**src/core/gate_ctl_pkg.sv**
```systemverilog
// Constants and types shared by the gate driver control logic
package gate_ctl_pkg;

    localparam int unsigned CLK_PERIOD_NS = 5;

    // Filter and protection times
    localparam int unsigned IN_FILTER_NS = 40;
    localparam int unsigned EN_FILTER_NS = 40;
    localparam int unsigned CLEAR_HOLD_NS = 1000;
    localparam int unsigned WDOG_NS = 2000;
    localparam int unsigned LOCKOUT_DELAY_NS = 500;
    localparam int unsigned SAT_DELAY_NS = 100;

    // Turn-on and plateau timing
    localparam int unsigned DISCHARGE_NS = 500;
    localparam int unsigned PROP_NS = 200;
    localparam int unsigned STEP_NS = 50;

    // Cycle counts: least times round up, none below one cycle
    localparam int unsigned IN_FILTER_CYC = (IN_FILTER_NS + CLK_PERIOD_NS - 1) / CLK_PERIOD_NS;
    localparam int unsigned EN_FILTER_CYC = (EN_FILTER_NS + CLK_PERIOD_NS - 1) / CLK_PERIOD_NS;
    localparam int unsigned CLEAR_HOLD_CYC = (CLEAR_HOLD_NS + CLK_PERIOD_NS - 1) / CLK_PERIOD_NS;
    localparam int unsigned WDOG_CYC = (WDOG_NS + CLK_PERIOD_NS - 1) / CLK_PERIOD_NS;
    localparam int unsigned LOCKOUT_DELAY_CYC = (LOCKOUT_DELAY_NS + CLK_PERIOD_NS - 1) / CLK_PERIOD_NS;
    localparam int unsigned SAT_DELAY_CYC = (SAT_DELAY_NS + CLK_PERIOD_NS - 1) / CLK_PERIOD_NS;
    localparam int unsigned DISCHARGE_CYC = (DISCHARGE_NS + CLK_PERIOD_NS - 1) / CLK_PERIOD_NS;
    localparam int unsigned PROP_CYC = (PROP_NS + CLK_PERIOD_NS - 1) / CLK_PERIOD_NS;
    localparam int unsigned STEP_CYC = STEP_NS / CLK_PERIOD_NS;

    localparam int unsigned CNT_W = 12;
    localparam int unsigned STEP_W = 8;
    localparam logic [STEP_W-1:0] STEP_MAX = 8'hFF;
    localparam logic [STEP_W-1:0] STEP_ZERO = 8'h00;
    localparam logic [CNT_W-1:0] CNT_ZERO = 12'h000;
    localparam logic [CNT_W-1:0] CNT_ONE = 12'h001;

    typedef enum logic [5:0] {
        ST_OFF = 6'h01,
        ST_DISCHARGE = 6'h02,
        ST_CHARGE = 6'h04,
        ST_ON = 6'h08,
        ST_DESCEND = 6'h10,
        ST_PLATEAU = 6'h20
    } drive_state_t;

    typedef enum logic [1:0] {
        LVL_NEG = 2'h1,
        LVL_PLATEAU = 2'h2,
        LVL_ON = 2'h3
    } out_level_t;

endpackage : gate_ctl_pkg

```
**src/core/gate_driver_control_logic.sv**
```systemverilog
// Control and protection logic of a single isolated gate driver
// Overview of operation
// Drive on only when non-inverting input high and inverting input low.
// Pulses on either drive input shorter than minimum width are rejected.
// Enable/clear low holds the transistor off; short pulses on it ignored.
// Saturation fault clears only after enable/clear held low for clear hold time.
// Saturation event drives fault output low, latched until valid clear.
// Saturation needs output on, comparator exceeded, blanking expired; then turn off.
// Ready high only when both supplies unlocked and transmission faultless.
// Any error mode forces output to negative rail regardless of inputs; code skips this while a fault is latched.
// Input-side lockout sends turn-off and ignores drive inputs until recovery.
// Output-side lockout turns off, ignores input side until recovery.
// Ready follows input lockout directly, others after short delay; never latches.
// Watchdog on transmission; failure too long turns off and drops ready.
// On command discharge plateau cap 500 ns, charge, on at comparator end.
// Measure command-to-on time less 200 ns, stored in 50 ns steps.
// Input-commanded turn-off starts plateau descent after about 200 ns.
// Saturation turn-off starts descent after the sense-to-output delay.
// Below plateau reference hold plateau; negative rail after stored plateau time.
// Two-level turn-off always applied; no bypass exists; code skips it in error mode while no fault is latched.
// During turn-off clamp activates once gate falls below 2 V comparator.
// On and off pulses shorter than plateau time are suppressed.
// Plateau never shortened; renewed on request goes high after plateau time; code cuts it short in error mode while no fault is latched.
// Fault released on enable/clear rising edge only after long enough low.
// All timing from one clock with counters; period divides 50 ns.
module gate_driver_control_logic
    import gate_ctl_pkg::*;
(
    input wire logic ref_clk_i,
    input wire logic rst_n_i,
    input wire logic drive_pos_i,
    input wire logic drive_neg_i,
    input wire logic enable_clear_n_i,
    input wire logic input_lockout_i,
    input wire logic output_lockout_i,
    input wire logic link_alive_i,
    input wire logic sat_monitor_i,
    input wire logic blank_expired_i,
    input wire logic plateau_timing_pin_i,
    input wire logic plateau_ref_below_i,
    input wire logic gate_below_2v_i,
    output logic drive_on_o,
    output logic drive_plateau_o,
    output logic drive_neg_rail_o,
    output logic cap_discharge_o,
    output logic clamp_o,
    output logic sat_fault_n_o,
    output logic sat_fault_n_oe_o,
    output logic ready_o,
    output logic ready_oe_o
);

    // ****************************************************************
    // State
    // ****************************************************************
    typedef struct packed {
        logic [1:0] s_pos;
        logic [1:0] s_neg;
        logic [1:0] s_en;
        logic [1:0] s_inlk;
        logic [1:0] s_outlk;
        logic [1:0] s_link;
        logic [1:0] s_sat;
        logic [1:0] s_blank;
        logic [1:0] s_cmp;
        logic [1:0] s_ref;
        logic [1:0] s_gate;
        logic pos_f;
        logic neg_f;
        logic en_f;
        logic [CNT_W-1:0] pos_cnt;
        logic [CNT_W-1:0] neg_cnt;
        logic [CNT_W-1:0] en_cnt;
        logic [CNT_W-1:0] low_cnt;
        logic low_long;
        logic fault;
        logic [CNT_W-1:0] wd_cnt;
        logic link_err;
        logic [CNT_W-1:0] lk_cnt;
        logic out_ok;
        drive_state_t state;
        logic [CNT_W-1:0] tmr;
        logic [STEP_W-1:0] meas;
        logic [CNT_W-1:0] sub;
        logic [STEP_W-1:0] plateau_steps;
        logic sat_off;
        logic req_dly;
        logic [CNT_W-1:0] off_dly;
        logic [CNT_W-1:0] on_hold;
        out_level_t level;
        logic clamp;
    } ctl_state_t;

    ctl_state_t r;
    ctl_state_t next_r;

    logic want_on;
    logic error_mode;

    // ****************************************************************
    // Next state
    // ****************************************************************
    always_comb begin
        next_r = r;

        // Two-stage synchronisers; first stage read only by the second
        next_r.s_pos = {r.s_pos[0], drive_pos_i};
        next_r.s_neg = {r.s_neg[0], drive_neg_i};
        next_r.s_en = {r.s_en[0], enable_clear_n_i};
        next_r.s_inlk = {r.s_inlk[0], input_lockout_i};
        next_r.s_outlk = {r.s_outlk[0], output_lockout_i};
        next_r.s_link = {r.s_link[0], link_alive_i};
        next_r.s_sat = {r.s_sat[0], sat_monitor_i};
        next_r.s_blank = {r.s_blank[0], blank_expired_i};
        next_r.s_cmp = {r.s_cmp[0], plateau_timing_pin_i};
        next_r.s_ref = {r.s_ref[0], plateau_ref_below_i};
        next_r.s_gate = {r.s_gate[0], gate_below_2v_i};

        // Glitch filters: a level must stand the full width to be taken
        if (r.s_pos[1] == r.pos_f) begin
            next_r.pos_cnt = CNT_ZERO;
        end else if (r.pos_cnt == CNT_WIDTH(IN_FILTER_CYC)) begin
            next_r.pos_f = r.s_pos[1];
            next_r.pos_cnt = CNT_ZERO;
        end else begin
            next_r.pos_cnt = r.pos_cnt + CNT_ONE;
        end
        if (r.s_neg[1] == r.neg_f) begin
            next_r.neg_cnt = CNT_ZERO;
        end else if (r.neg_cnt == CNT_WIDTH(IN_FILTER_CYC)) begin
            next_r.neg_f = r.s_neg[1];
            next_r.neg_cnt = CNT_ZERO;
        end else begin
            next_r.neg_cnt = r.neg_cnt + CNT_ONE;
        end
        if (r.s_en[1] == r.en_f) begin
            next_r.en_cnt = CNT_ZERO;
        end else if (r.en_cnt == CNT_WIDTH(EN_FILTER_CYC)) begin
            next_r.en_f = r.s_en[1];
            next_r.en_cnt = CNT_ZERO;
        end else begin
            next_r.en_cnt = r.en_cnt + CNT_ONE;
        end

        // Clear hold measurement on the raw synchronised enable level
        if (r.s_en[1]) begin
            next_r.low_cnt = CNT_ZERO;
        end else if (r.low_cnt != CNT_WIDTH(CLEAR_HOLD_CYC)) begin
            next_r.low_cnt = r.low_cnt + CNT_ONE;
        end
        next_r.low_long = (r.low_cnt == CNT_WIDTH(CLEAR_HOLD_CYC));

        // Watchdog on transmission alive level
        if (r.s_link[1]) begin
            next_r.wd_cnt = CNT_ZERO;
            next_r.link_err = 1'b0;
        end else if (r.wd_cnt == CNT_WIDTH(WDOG_CYC)) begin
            next_r.link_err = 1'b1;
        end else begin
            next_r.wd_cnt = r.wd_cnt + CNT_ONE;
        end

        // Output side and link status reach ready after a short delay, no latch
        if (r.s_outlk[1] || r.link_err) begin
            next_r.lk_cnt = CNT_ZERO;
            next_r.out_ok = 1'b0;
        end else if (r.lk_cnt == CNT_WIDTH(LOCKOUT_DELAY_CYC)) begin
            next_r.out_ok = 1'b1;
        end else begin
            next_r.lk_cnt = r.lk_cnt + CNT_ONE;
        end

        // Fault latch: release only on rising edge after long low; set wins
        if (r.low_long && r.s_en[1]) begin
            next_r.fault = 1'b0;
        end
        if (r.state == ST_ON && r.s_sat[1] && r.s_blank[1]) begin
            next_r.fault = 1'b1;
        end

        // Registered on request, gated by error mode; propagation and sense delays are counted in ST_ON
        next_r.req_dly = want_on && !error_mode;

        // Turn-on / two-level turn-off sequencer (error mode without a latched fault bypasses it) R18
        next_r.clamp = 1'b0;
        case (r.state)
            ST_OFF: begin
                next_r.level = LVL_NEG;
                next_r.clamp = r.s_gate[1];
                if (r.req_dly && !r.fault) begin
                    next_r.state = ST_DISCHARGE;
                    next_r.tmr = CNT_ZERO;
                    next_r.meas = STEP_ZERO;
                    next_r.sub = CNT_ZERO;
                end
            end
            ST_DISCHARGE, ST_CHARGE: begin
                // Command-to-on time in 50 ns steps; propagation subtracted at store
                if (r.sub == CNT_WIDTH(STEP_CYC - 1)) begin
                    next_r.sub = CNT_ZERO;
                    if (r.meas != STEP_MAX) begin
                        next_r.meas = r.meas + 8'h01;
                    end
                end else begin
                    next_r.sub = r.sub + CNT_ONE;
                end
                if (!r.req_dly || r.fault) begin
                    next_r.state = ST_OFF;
                end else if (r.state == ST_DISCHARGE) begin
                    next_r.tmr = r.tmr + CNT_ONE;
                    if (r.tmr == CNT_WIDTH(DISCHARGE_CYC - 1)) begin
                        next_r.state = ST_CHARGE;
                    end
                end else if (r.s_cmp[1]) begin
                    next_r.state = ST_ON;
                    next_r.level = LVL_ON;
                    next_r.plateau_steps = (r.meas > STEP_WIDTH(PROP_NS / STEP_NS))
                        ? r.meas - STEP_WIDTH(PROP_NS / STEP_NS) : 8'h01;
                    next_r.sat_off = 1'b0;
                    next_r.off_dly = CNT_ZERO;
                end
            end
            ST_ON: begin
                // Restart the count on a fault so a running input delay cannot overshoot it
                if (r.fault && !r.sat_off) begin
                    next_r.sat_off = 1'b1;
                    next_r.off_dly = CNT_ZERO;
                end else if (r.fault || !r.req_dly) begin
                    next_r.off_dly = r.off_dly + CNT_ONE;
                    if (r.off_dly >= CNT_WIDTH((r.fault ? SAT_DELAY_CYC : PROP_CYC) - 1)) begin
                        next_r.state = ST_DESCEND;
                        next_r.level = LVL_PLATEAU;
                    end
                end else begin
                    next_r.off_dly = CNT_ZERO;
                end
            end
            ST_DESCEND: begin
                if (r.s_ref[1]) begin
                    next_r.state = ST_PLATEAU;
                    next_r.tmr = CNT_ZERO;
                    next_r.sub = CNT_ZERO;
                end
            end
            ST_PLATEAU: begin
                // Plateau runs its full length whatever the drive inputs do; only error mode cuts it short
                if (r.sub == CNT_WIDTH(STEP_CYC - 1)) begin
                    next_r.sub = CNT_ZERO;
                    next_r.tmr = r.tmr + CNT_ONE;
                end else begin
                    next_r.sub = r.sub + CNT_ONE;
                end
                if (r.tmr >= {4'h0, r.plateau_steps} && r.sub == CNT_ZERO) begin
                    if (r.req_dly && !r.fault) begin
                        next_r.state = ST_ON;
                        next_r.level = LVL_ON;
                        next_r.off_dly = CNT_ZERO;
                    end else begin
                        next_r.state = ST_OFF;
                        next_r.level = LVL_NEG;
                    end
                end
            end
            default: begin
                next_r.state = ST_OFF;
                next_r.level = LVL_NEG;
            end
        endcase

        // Error mode overrides everything but a latched fault and drops to the negative rail
        if (error_mode && !r.fault) begin
            next_r.state = ST_OFF;
            next_r.level = LVL_NEG;
        end
        next_r.on_hold = CNT_ZERO;
    end

    // Helpers to fit int constants to counter widths
    function automatic logic [CNT_W-1:0] CNT_WIDTH(input int unsigned v);
        CNT_WIDTH = v[CNT_W-1:0];
    endfunction : CNT_WIDTH

    function automatic logic [STEP_W-1:0] STEP_WIDTH(input int unsigned v);
        STEP_WIDTH = v[STEP_W-1:0];
    endfunction : STEP_WIDTH

    // Lockouts gate the inputs; saturation is handled by its own delayed path
    assign error_mode = r.s_inlk[1] || r.s_outlk[1] || r.link_err;
    assign want_on = r.pos_f && !r.neg_f && r.en_f && !r.s_inlk[1];

    // ****************************************************************
    // Registers
    // ****************************************************************
    always_ff @(posedge ref_clk_i) begin
        if (!rst_n_i) begin
            r <= '{s_en: 2'h3, s_neg: 2'h3, en_f: 1'b1, neg_f: 1'b1,
                   s_inlk: 2'h3, s_outlk: 2'h3, state: ST_OFF, level: LVL_NEG,
                   plateau_steps: 8'h01, default: '0};
        end else begin
            r <= next_r;
        end
    end

    // ****************************************************************
    // Outputs
    // ****************************************************************
    assign drive_on_o = (r.level == LVL_ON);
    assign drive_plateau_o = (r.level == LVL_PLATEAU);
    assign drive_neg_rail_o = (r.level == LVL_NEG);
    assign cap_discharge_o = (r.state == ST_DISCHARGE) || (r.state == ST_OFF);
    assign clamp_o = r.clamp;
    // Open drain: pulls low while a fault is latched
    assign sat_fault_n_o = 1'b0;
    assign sat_fault_n_oe_o = r.fault;
    assign ready_o = 1'b0;
    assign ready_oe_o = r.s_inlk[1] || !r.out_ok;

endmodule : gate_driver_control_logic

```
**config.mk**
```make
export PLATFORM = sky130hd
export DESIGN_NAME = gate_driver_control_logic
export DESIGN_NICKNAME = d
export VERILOG_FILES = /design/src/core/gate_ctl_pkg.sv /design/src/core/gate_driver_control_logic.sv
export SDC_FILE = /design/constraint.sdc
export NUM_CORES = 1
export LEC_CHECK = 0
export ABC_AREA = 1
export BUFFER_PORTS_ARGS = -buffer_cell sky130_fd_sc_hd__buf_4
export CORE_MARGIN = 3
export CORE_UTILIZATION = 50
export CTS_CLUSTER_SIZE = 24
export DETAILED_ROUTE_END_ITERATION = 16
export PLACE_DENSITY_LB_ADDON = 0.15
export SYNTH_ARGS = -nofsm -noshare
export SYNTH_HDL_FRONTEND = slang
export SYNTH_SLANG_ARGS = --single-unit
```
**constraint.sdc**
```tcl
create_clock -name ref_clk_i -period 2.65 [get_ports ref_clk_i]
set_clock_uncertainty 0.05 [all_clocks]
set_input_delay 0.1325 -clock ref_clk_i [delete_from_list [all_inputs] [get_ports ref_clk_i]]
set_output_delay 0.1325 -clock ref_clk_i [all_outputs]
set_load 0.1 [all_outputs]
```
==> impl_metrics.json, run 1 <==
{
  "outcome": "completed",
  "cts_tree": "yes",
  "postSynthAreaPerCell_um2": 7.16,
  "clock_sinks": 164,
  "synth_top_flop_cell": "sky130_fd_sc_hd__dfxtp_1",
  "floorplan.die_area_um2": 18700,
  "synth_cell_type_count": 46,
  "dp.final_hpwl_um": 11900,
  "seq_area_frac_synth": 0.384,
  "cts-buffers-inserted": 17,
  "synthArstFlopShare": 0,
  "track_usage": 0.187,
  "fin_nets": 1272,
  "gp_congestion": 0.847,
  "power_density_nw_per_um2": 545,
  "diodes": 0,
  "portBuffers": 19,
  "slew-limit-headroom": 0.374,
  "cp-start-kind": "register",
  "critical-path-top-cell-by-count": "sky130_fd_sc_hd__nand2_1",
  "post_synth_instance_area_um2": 8550,
  "worst_skew_pair.late_latency_ps": 430,
  "cp-end-kind": "register",
  "worst-endpoint-required_ps": 2930,
  "cp.buffers_inverters": 1,
  "yosys_warnings": 0,
  "initial_utilization": 0.514,
  "max_cap_viol_count": 0,
  "setup_viol": 0,
  "placeableCoreArea_um2": 16600,
  "critical_setup_path_class": "register to register",
  "route.detailed.wl_per_inst_um": 11.6,
  "clockBufferDepth": 2,
  "fin_setup_tns_ps": 0,
  "clkSlewWorstSetupHoldPaths_ps": 70,
  "drive_above_1_share": 0.114,
  "drtAntennaViolNets": 0,
  "grt_antenna_before_repair": 0,
  "route.vias.total": 7331,
  "post_cts_resized": 0,
  "min_period_over_period": 0.825,
  "detail_route.vias_per_cell": 5.02,
  "die_span_in_x_um": 137,
  "critical-path-top-delay-family": "simple AND/OR/NAND/NOR gates",
  "detail_route.wirelength_um": 17000,
  "drt-pass1-iter-count": 5,
  "ctsHtreeMaxLevel": 4,
  "finalMaxSlewViolations": 0,
  "worst_tran_pin_value_ps": 934,
  "post-route-drc-count": 0,
  "top_level_i_o_count": 22,
  "timing.critical_path.slowest_cell_delay_ps": 390,
  "crit_path_cell_chain": "inv_1, ha_1, nand2_1, nor2_1, nor2_1, nand2_1, nand2_1, nand2_1, nand2_1, nand2_1, nand2_2, a21oi_1, nor2_1",
  "critPathArrivalTime_ps": 2460,
  "fin_hold_ws_ps": 155,
  "clk_root_buffer_cell": "sky130_fd_sc_hd__clkbuf_16",
  "fill_cells": 1572,
  "gr-total-overflow": 0,
  "first_global_vias": 6531,
  "vdd_ir_drop_max_mv": 0.497,
  "detailedRoute.firstIterationViolations": 374,
  "grt_first_pass_wirelength_um": 28800,
  "area.growth.synth_to_final_pct": 12.0,
  "grt_max_degree": 36,
  "crit_slowest_cell": "sky130_fd_sc_hd__dfxtp_1",
  "finalCriticalPeriod_ps": 2190,
  "count_of_flip_flops_with_a_built_in_enable_after_synthesis": 0,
  "rsz0062_at_grt": "false",
  "cellLeakagePower_nw": 3.82,
  "timing.hold.worst.class": "primary input to register",
  "achievable-frequency_mhz": 457,
  "yosys_register_bits": 164,
  "floorplan.rows": 47,
  "syn-instance-count": 1195,
  "floorplan.die.height_um": 137,
  "biggest_fanout_along_the_worst_timing_path": 13,
  "finalHoldViolCount": 0
}
[registers in the layout, summed over array words and instances, names as in the netlist]
signal / count
clamp_o: 1
next_r: 11
r: 151
sat_fault_n_oe_o: 1
[cell usage in the layout (no fill, tap or decap), types with 23 or more instances in the layout]
cell | netlist | routed
sky130_fd_sc_hd__a21oi_1 | 88 | 88
sky130_fd_sc_hd__buf_4 | 4 | 23
sky130_fd_sc_hd__nor2_1 | 123 | 123
sky130_fd_sc_hd__o21ai_0 | 30 | 30
sky130_fd_sc_hd__ha_1 | 33 | 33
sky130_fd_sc_hd__nand2_1 | 238 | 238
sky130_fd_sc_hd__nor3_1 | 32 | 32
sky130_fd_sc_hd__nand4_1 | 43 | 43
sky130_fd_sc_hd__dfxtp_1 | 164 | 164
sky130_fd_sc_hd__inv_1 | 180 | 180
sky130_fd_sc_hd__nand3_1 | 78 | 78
[cell usage after synthesis (5+ instances only)]
cell type                  count  share of area
sky130_fd_sc_hd__nand2_4       5         0.0066
sky130_fd_sc_hd__inv_2        13         0.0057
sky130_fd_sc_hd__nand3_1      78          0.046
sky130_fd_sc_hd__o21ai_0      30          0.018
sky130_fd_sc_hd__nand2_1     238           0.10
sky130_fd_sc_hd__a21oi_2      12          0.012
sky130_fd_sc_hd__a211oi_1      5         0.0044
sky130_fd_sc_hd__nand4_1      43          0.031
sky130_fd_sc_hd__nor4_1        9         0.0066
sky130_fd_sc_hd__xor2_1       20          0.020
sky130_fd_sc_hd__inv_1       180          0.079
sky130_fd_sc_hd__a21oi_1      88          0.051
sky130_fd_sc_hd__dfxtp_1     164           0.38
sky130_fd_sc_hd__o21a_1        7         0.0061
sky130_fd_sc_hd__nor2_4        8          0.011
sky130_fd_sc_hd__nor3_1       32          0.019
sky130_fd_sc_hd__nor3b_1       9         0.0079
sky130_fd_sc_hd__nand2_2      16          0.012
sky130_fd_sc_hd__ha_1         33          0.048
sky130_fd_sc_hd__clkbuf_1     11         0.0048
sky130_fd_sc_hd__nor2_1      123          0.054
sky130_fd_sc_hd__or2_2        14          0.010
[report_power, final]
part	total, W	switching, W	leakage (nW)	internal [W]
Clock	0.00260	0.00113	0.305	0.00147
Combinational	0.000123	0.0000779	2.19	0.0000449
Sequential	0.00250	0.0000124	1.33	0.00249
[cell families after synthesis]
logic type,Yosys count,synth area share
flip-flops,164,0.384
AND/OR/NAND/NOR,598,0.333
AO/OA/AOI/OAI,159,0.107
other,1,0.000438
buffers and inverters,217,0.103
XOR/XNOR,23,0.0235
adder cells (fa/ha/maj),33,0.0483
[cell type report]
class	instances	area [um2]	area share
multi-input combinational	815	4390	0.458
inverter	194	729	0.0761
sequential	164	3280	0.343
clock inverter	14	184	0.0192
timing repair buffer	34	283	0.0295
tap	220	275	0.0287
clock buffer	18	439	0.0458
[per-stage QoR]
stage / instance area [um2] / worst slack, ps / utilization / total power, W / cells
6_report: 9580 / 463 / 0.576 / 0.00522 / 1459
5_1_grt: 9580 / 195 / 0.576 / 0.00539 / 1459
4_1_cts: 9580 / 447 / 0.576 / 0.00527 / 1459
3_5_place_dp: 8850 / 466 / 0.532 / 0.00266 / 1416
3_3_place_gp: 8850 / 523 / 0.532 / 0.00266 / 1416
2_1_floorplan: 8560 / 294 / - / 0.00263 / 1196
[routing by layer]
layer / global-route usage / up-vias / share of wire
met1: 0.238 / 3282 / 0.48
met2: 0.317 / 112 / 0.47
met5: 0 / - / 0
met3: 0.0423 / 17 / 0.036
li1: - / 3920 / -
met4: 0.0543 / 0 / 0.014
[path summary, 6_finish.rpt]
| kind | startpoint | endpoint | slack, ps | cells after the start |
|---|---|---|---|---|
| min | rst_n_i | r[151] | 150 | 3 |
| min reg2reg | next_r[175] | r[175] | 360 | 2 |
| max | r[57] | r[26] | 460 | 13 |
| max reg2reg | r[57] | r[26] | 460 | 13 |
[timing repair]
| item | CTS | global route |
|---|---|---|
| buffers inserted | 0 | 0 |
| hold buffers | 11 | 0 |
| endpoints found under the hold margin | 11 | 0 |
[worst reg2reg max path, stage by stage, from the launching register on]
cell and delay (ps):
sky130_fd_sc_hd__dfxtp_1 390, sky130_fd_sc_hd__inv_1 110, sky130_fd_sc_hd__ha_1 280, sky130_fd_sc_hd__nand2_1 50
sky130_fd_sc_hd__nor2_1 90, sky130_fd_sc_hd__nor2_1 50, sky130_fd_sc_hd__nand2_1 50, sky130_fd_sc_hd__nand2_1 50
sky130_fd_sc_hd__nand2_1 70, sky130_fd_sc_hd__nand2_1 50, sky130_fd_sc_hd__nand2_1 270, sky130_fd_sc_hd__nand2_2 320
sky130_fd_sc_hd__a21oi_1 210, sky130_fd_sc_hd__nor2_1 50
Note: power is estimated with default switching activity, not from simulation.
==> run 2, diff against run 1 <==
clock period = 2.2 ns   (was 2.65 ns; I/O delays follow)
==> impl_metrics.json, run 2 (synthesis results as in run 1) <==
{
  "outcome": "completed",
  "mostFrequentLayoutCell": "sky130_fd_sc_hd__nand2_1",
  "regToRegEndpoint": "r[26]",
  "worst-endpoint-required_ps": 2480,
  "portBuffers": 19,
  "seq_power_share": 0.484,
  "power_density_nw_per_um2": 649,
  "register_name_with_the_most_flops": "r",
  "floorplan.die.height_um": 137,
  "commonest_non_fill_non_tap_cells_in_the_layout": "sky130_fd_sc_hd__nand2_1 (238), sky130_fd_sc_hd__inv_1 (180), sky130_fd_sc_hd__dfxtp_1 (162)",
  "fin_setup_tns_ps": 0,
  "post-route-drc-count": 0,
  "cts-buffers-inserted": 17,
  "finalMaxSlewViolations": 0,
  "hold_path_depth": 3,
  "reported_net_switching_power_w": 0.00137,
  "min-delay-start": "rst_n_i",
  "finalCriticalPeriod_ps": 1930,
  "floorplan.die_area_um2": 18700,
  "cp.buffers_inverters": 1,
  "setup_viol": 0,
  "track_usage": 0.192,
  "dp.final_hpwl_um": 12200,
  "fin_nets": 1275,
  "timing.critical_path.slowest_cell_delay_ps": 410,
  "min_period_over_period": 0.876,
  "post-layout-total-power_w": 0.00622,
  "instances_no_fill": 1460,
  "critPathArrivalTime_ps": 2200,
  "grt_max_degree": 35,
  "route.vias.total": 7229,
  "floorplan.rows": 47,
  "route.detailed.wl_per_inst_um": 11.6,
  "achievable-frequency_mhz": 519,
  "cp-end-kind": "register",
  "timing.hold.worst.class": "primary input to register",
  "detailedRoute.firstIterationViolations": 389,
  "clockPowerShare": 0.492,
  "rsz0062_at_grt": "true",
  "gr-total-overflow": 0,
  "cellLeakagePower_nw": 3.81,
  "top_level_i_o_count": 22,
  "worst_tran_pin_value_ps": 909,
  "area.growth.synth_to_final_pct": 12.1,
  "slew-limit-headroom": 0.391,
  "cts_tree": "yes",
  "critical-path-top-delay-family": "simple AND/OR/NAND/NOR gates",
  "critical_setup_path_class": "register to register",
  "vdd_ir_drop_max_mv": 0.573,
  "gp_congestion": 0.873,
  "timing.hold.worst_endpoint": "r[40]",
  "crit_path_cell_chain": "inv_1, ha_1, nand2_1, nor2_1, nor2_1, nand2_1, nand2_1, nand2_1, nand2_1, nand2_1, nand2_2, a21oi_1, nor2_1",
  "ctsHtreeMaxLevel": 4,
  "first_global_vias": 6700,
  "critical_path.reg2reg.startpoint": "r[57]",
  "cp-start-kind": "register",
  "diodes": 0,
  "detail_route.wirelength_um": 16900,
  "grt_first_pass_wirelength_um": 29700,
  "biggest_fanout_along_the_worst_timing_path": 13,
  "clkSlewWorstSetupHoldPaths_ps": 70,
  "finalHoldViolCount": 0,
  "cellInternalPower_w": 0.00485,
  "drt-pass1-iter-count": 4,
  "fin_hold_ws_ps": 66.7,
  "detail_route.vias_per_cell": 4.95,
  "drtAntennaViolNets": 0,
  "r2r.worst_path.cells": 13,
  "max_cap_viol_count": 0,
  "combPwrFrac": 0.024,
  "reg2reg_setup_slack_ps": 270,
  "final_util": 0.576,
  "grt_antenna_before_repair": 0,
  "switching_share": 0.221,
  "drive_above_1_share": 0.116,
  "initial_utilization": 0.514,
  "clockBufferDepth": 2,
  "clk_root_buffer_cell": "sky130_fd_sc_hd__clkbuf_16",
  "placed_instances": 1419,
  "placeableCoreArea_um2": 16600,
  "crit_slowest_cell": "sky130_fd_sc_hd__dfxtp_1",
  "worst_skew_pair.late_latency_ps": 430,
  "largest_register_ff_count": 151,
  "die_span_in_x_um": 137,
  "clock_sinks": 164,
  "critical-path-top-cell-by-count": "sky130_fd_sc_hd__nand2_1"
}
## run 2: cell types whose count changed in the layout (fill, tap and decap cells not counted), moves of 2 or more
cell and delta:
sky130_fd_sc_hd__clkinvlp_4 +3, sky130_fd_sc_hd__buf_4 +3, sky130_fd_sc_hd__inv_8 -4, sky130_fd_sc_hd__dfxtp_1 -2, sky130_fd_sc_hd__dfxtp_2 +2
## run 2: worst min-delay path, stage by stage
cell and delay, ps:
sky130_fd_sc_hd__buf_4 90, sky130_fd_sc_hd__inv_2 150, sky130_fd_sc_hd__a21oi_1 150
## run 2: cell type report
type	instances	area, um2
Sequential cell	164	3290
Tap cell	220	275
Clock inverter	13	175
Clock buffer	17	425
Multi-Input combinational cell	815	4390
Fill cell	1530	7060
Inverter	194	729
Timing Repair Buffer	37	305
## run 2: metrics by stage
stage,instance area [um2],setup slack [ps]
after floorplan,8560,220
after global placement,8870,315
after detailed placement,8870,262
after CTS,9590,250
after global routing,9590,-33.5
final,9590,274
## run 2: worst max-delay path by stage
stage | start | end | slack [ps] | cells after the start
6_report | r[57] | r[26] | 270 | 13
5_1_grt | r[57] | r[26] | -30 | 13
4_1_cts | r[57] | r[26] | 250 | 13
3_5_place_dp | r[57] | r[26] | 260 | 13
3_3_place_gp | r[57] | r[26] | 310 | 14
2_1_floorplan | sat_fault_n_oe_o | r[1] | 220 | 11
## run 2: power groups by stage
stage               sequential, W  clock, W  combinational (W)
floorplan                 0.00308         0          0.0000924
global placement          0.00308         0           0.000133
detailed placement        0.00308         0           0.000135
CTS                       0.00301   0.00314           0.000151
global route              0.00301   0.00325           0.000167
finish                    0.00301   0.00306           0.000149
## run 2: routing by layer
metal  vias up  track usage  wire (um)
li1       3921            -          -
met1      3202        0.247       8430
met2        78        0.318       7680
met3        28       0.0445        428
met4         0       0.0665        330
met5         -            0          0
## run 2: timing repair
action                                  CTS  global route
gates resized for setup                   0             1
buffers inserted                          0             0
endpoints found under the setup margin    0             6
hold buffers                             11             0
hold endpoints to repair                 11             0
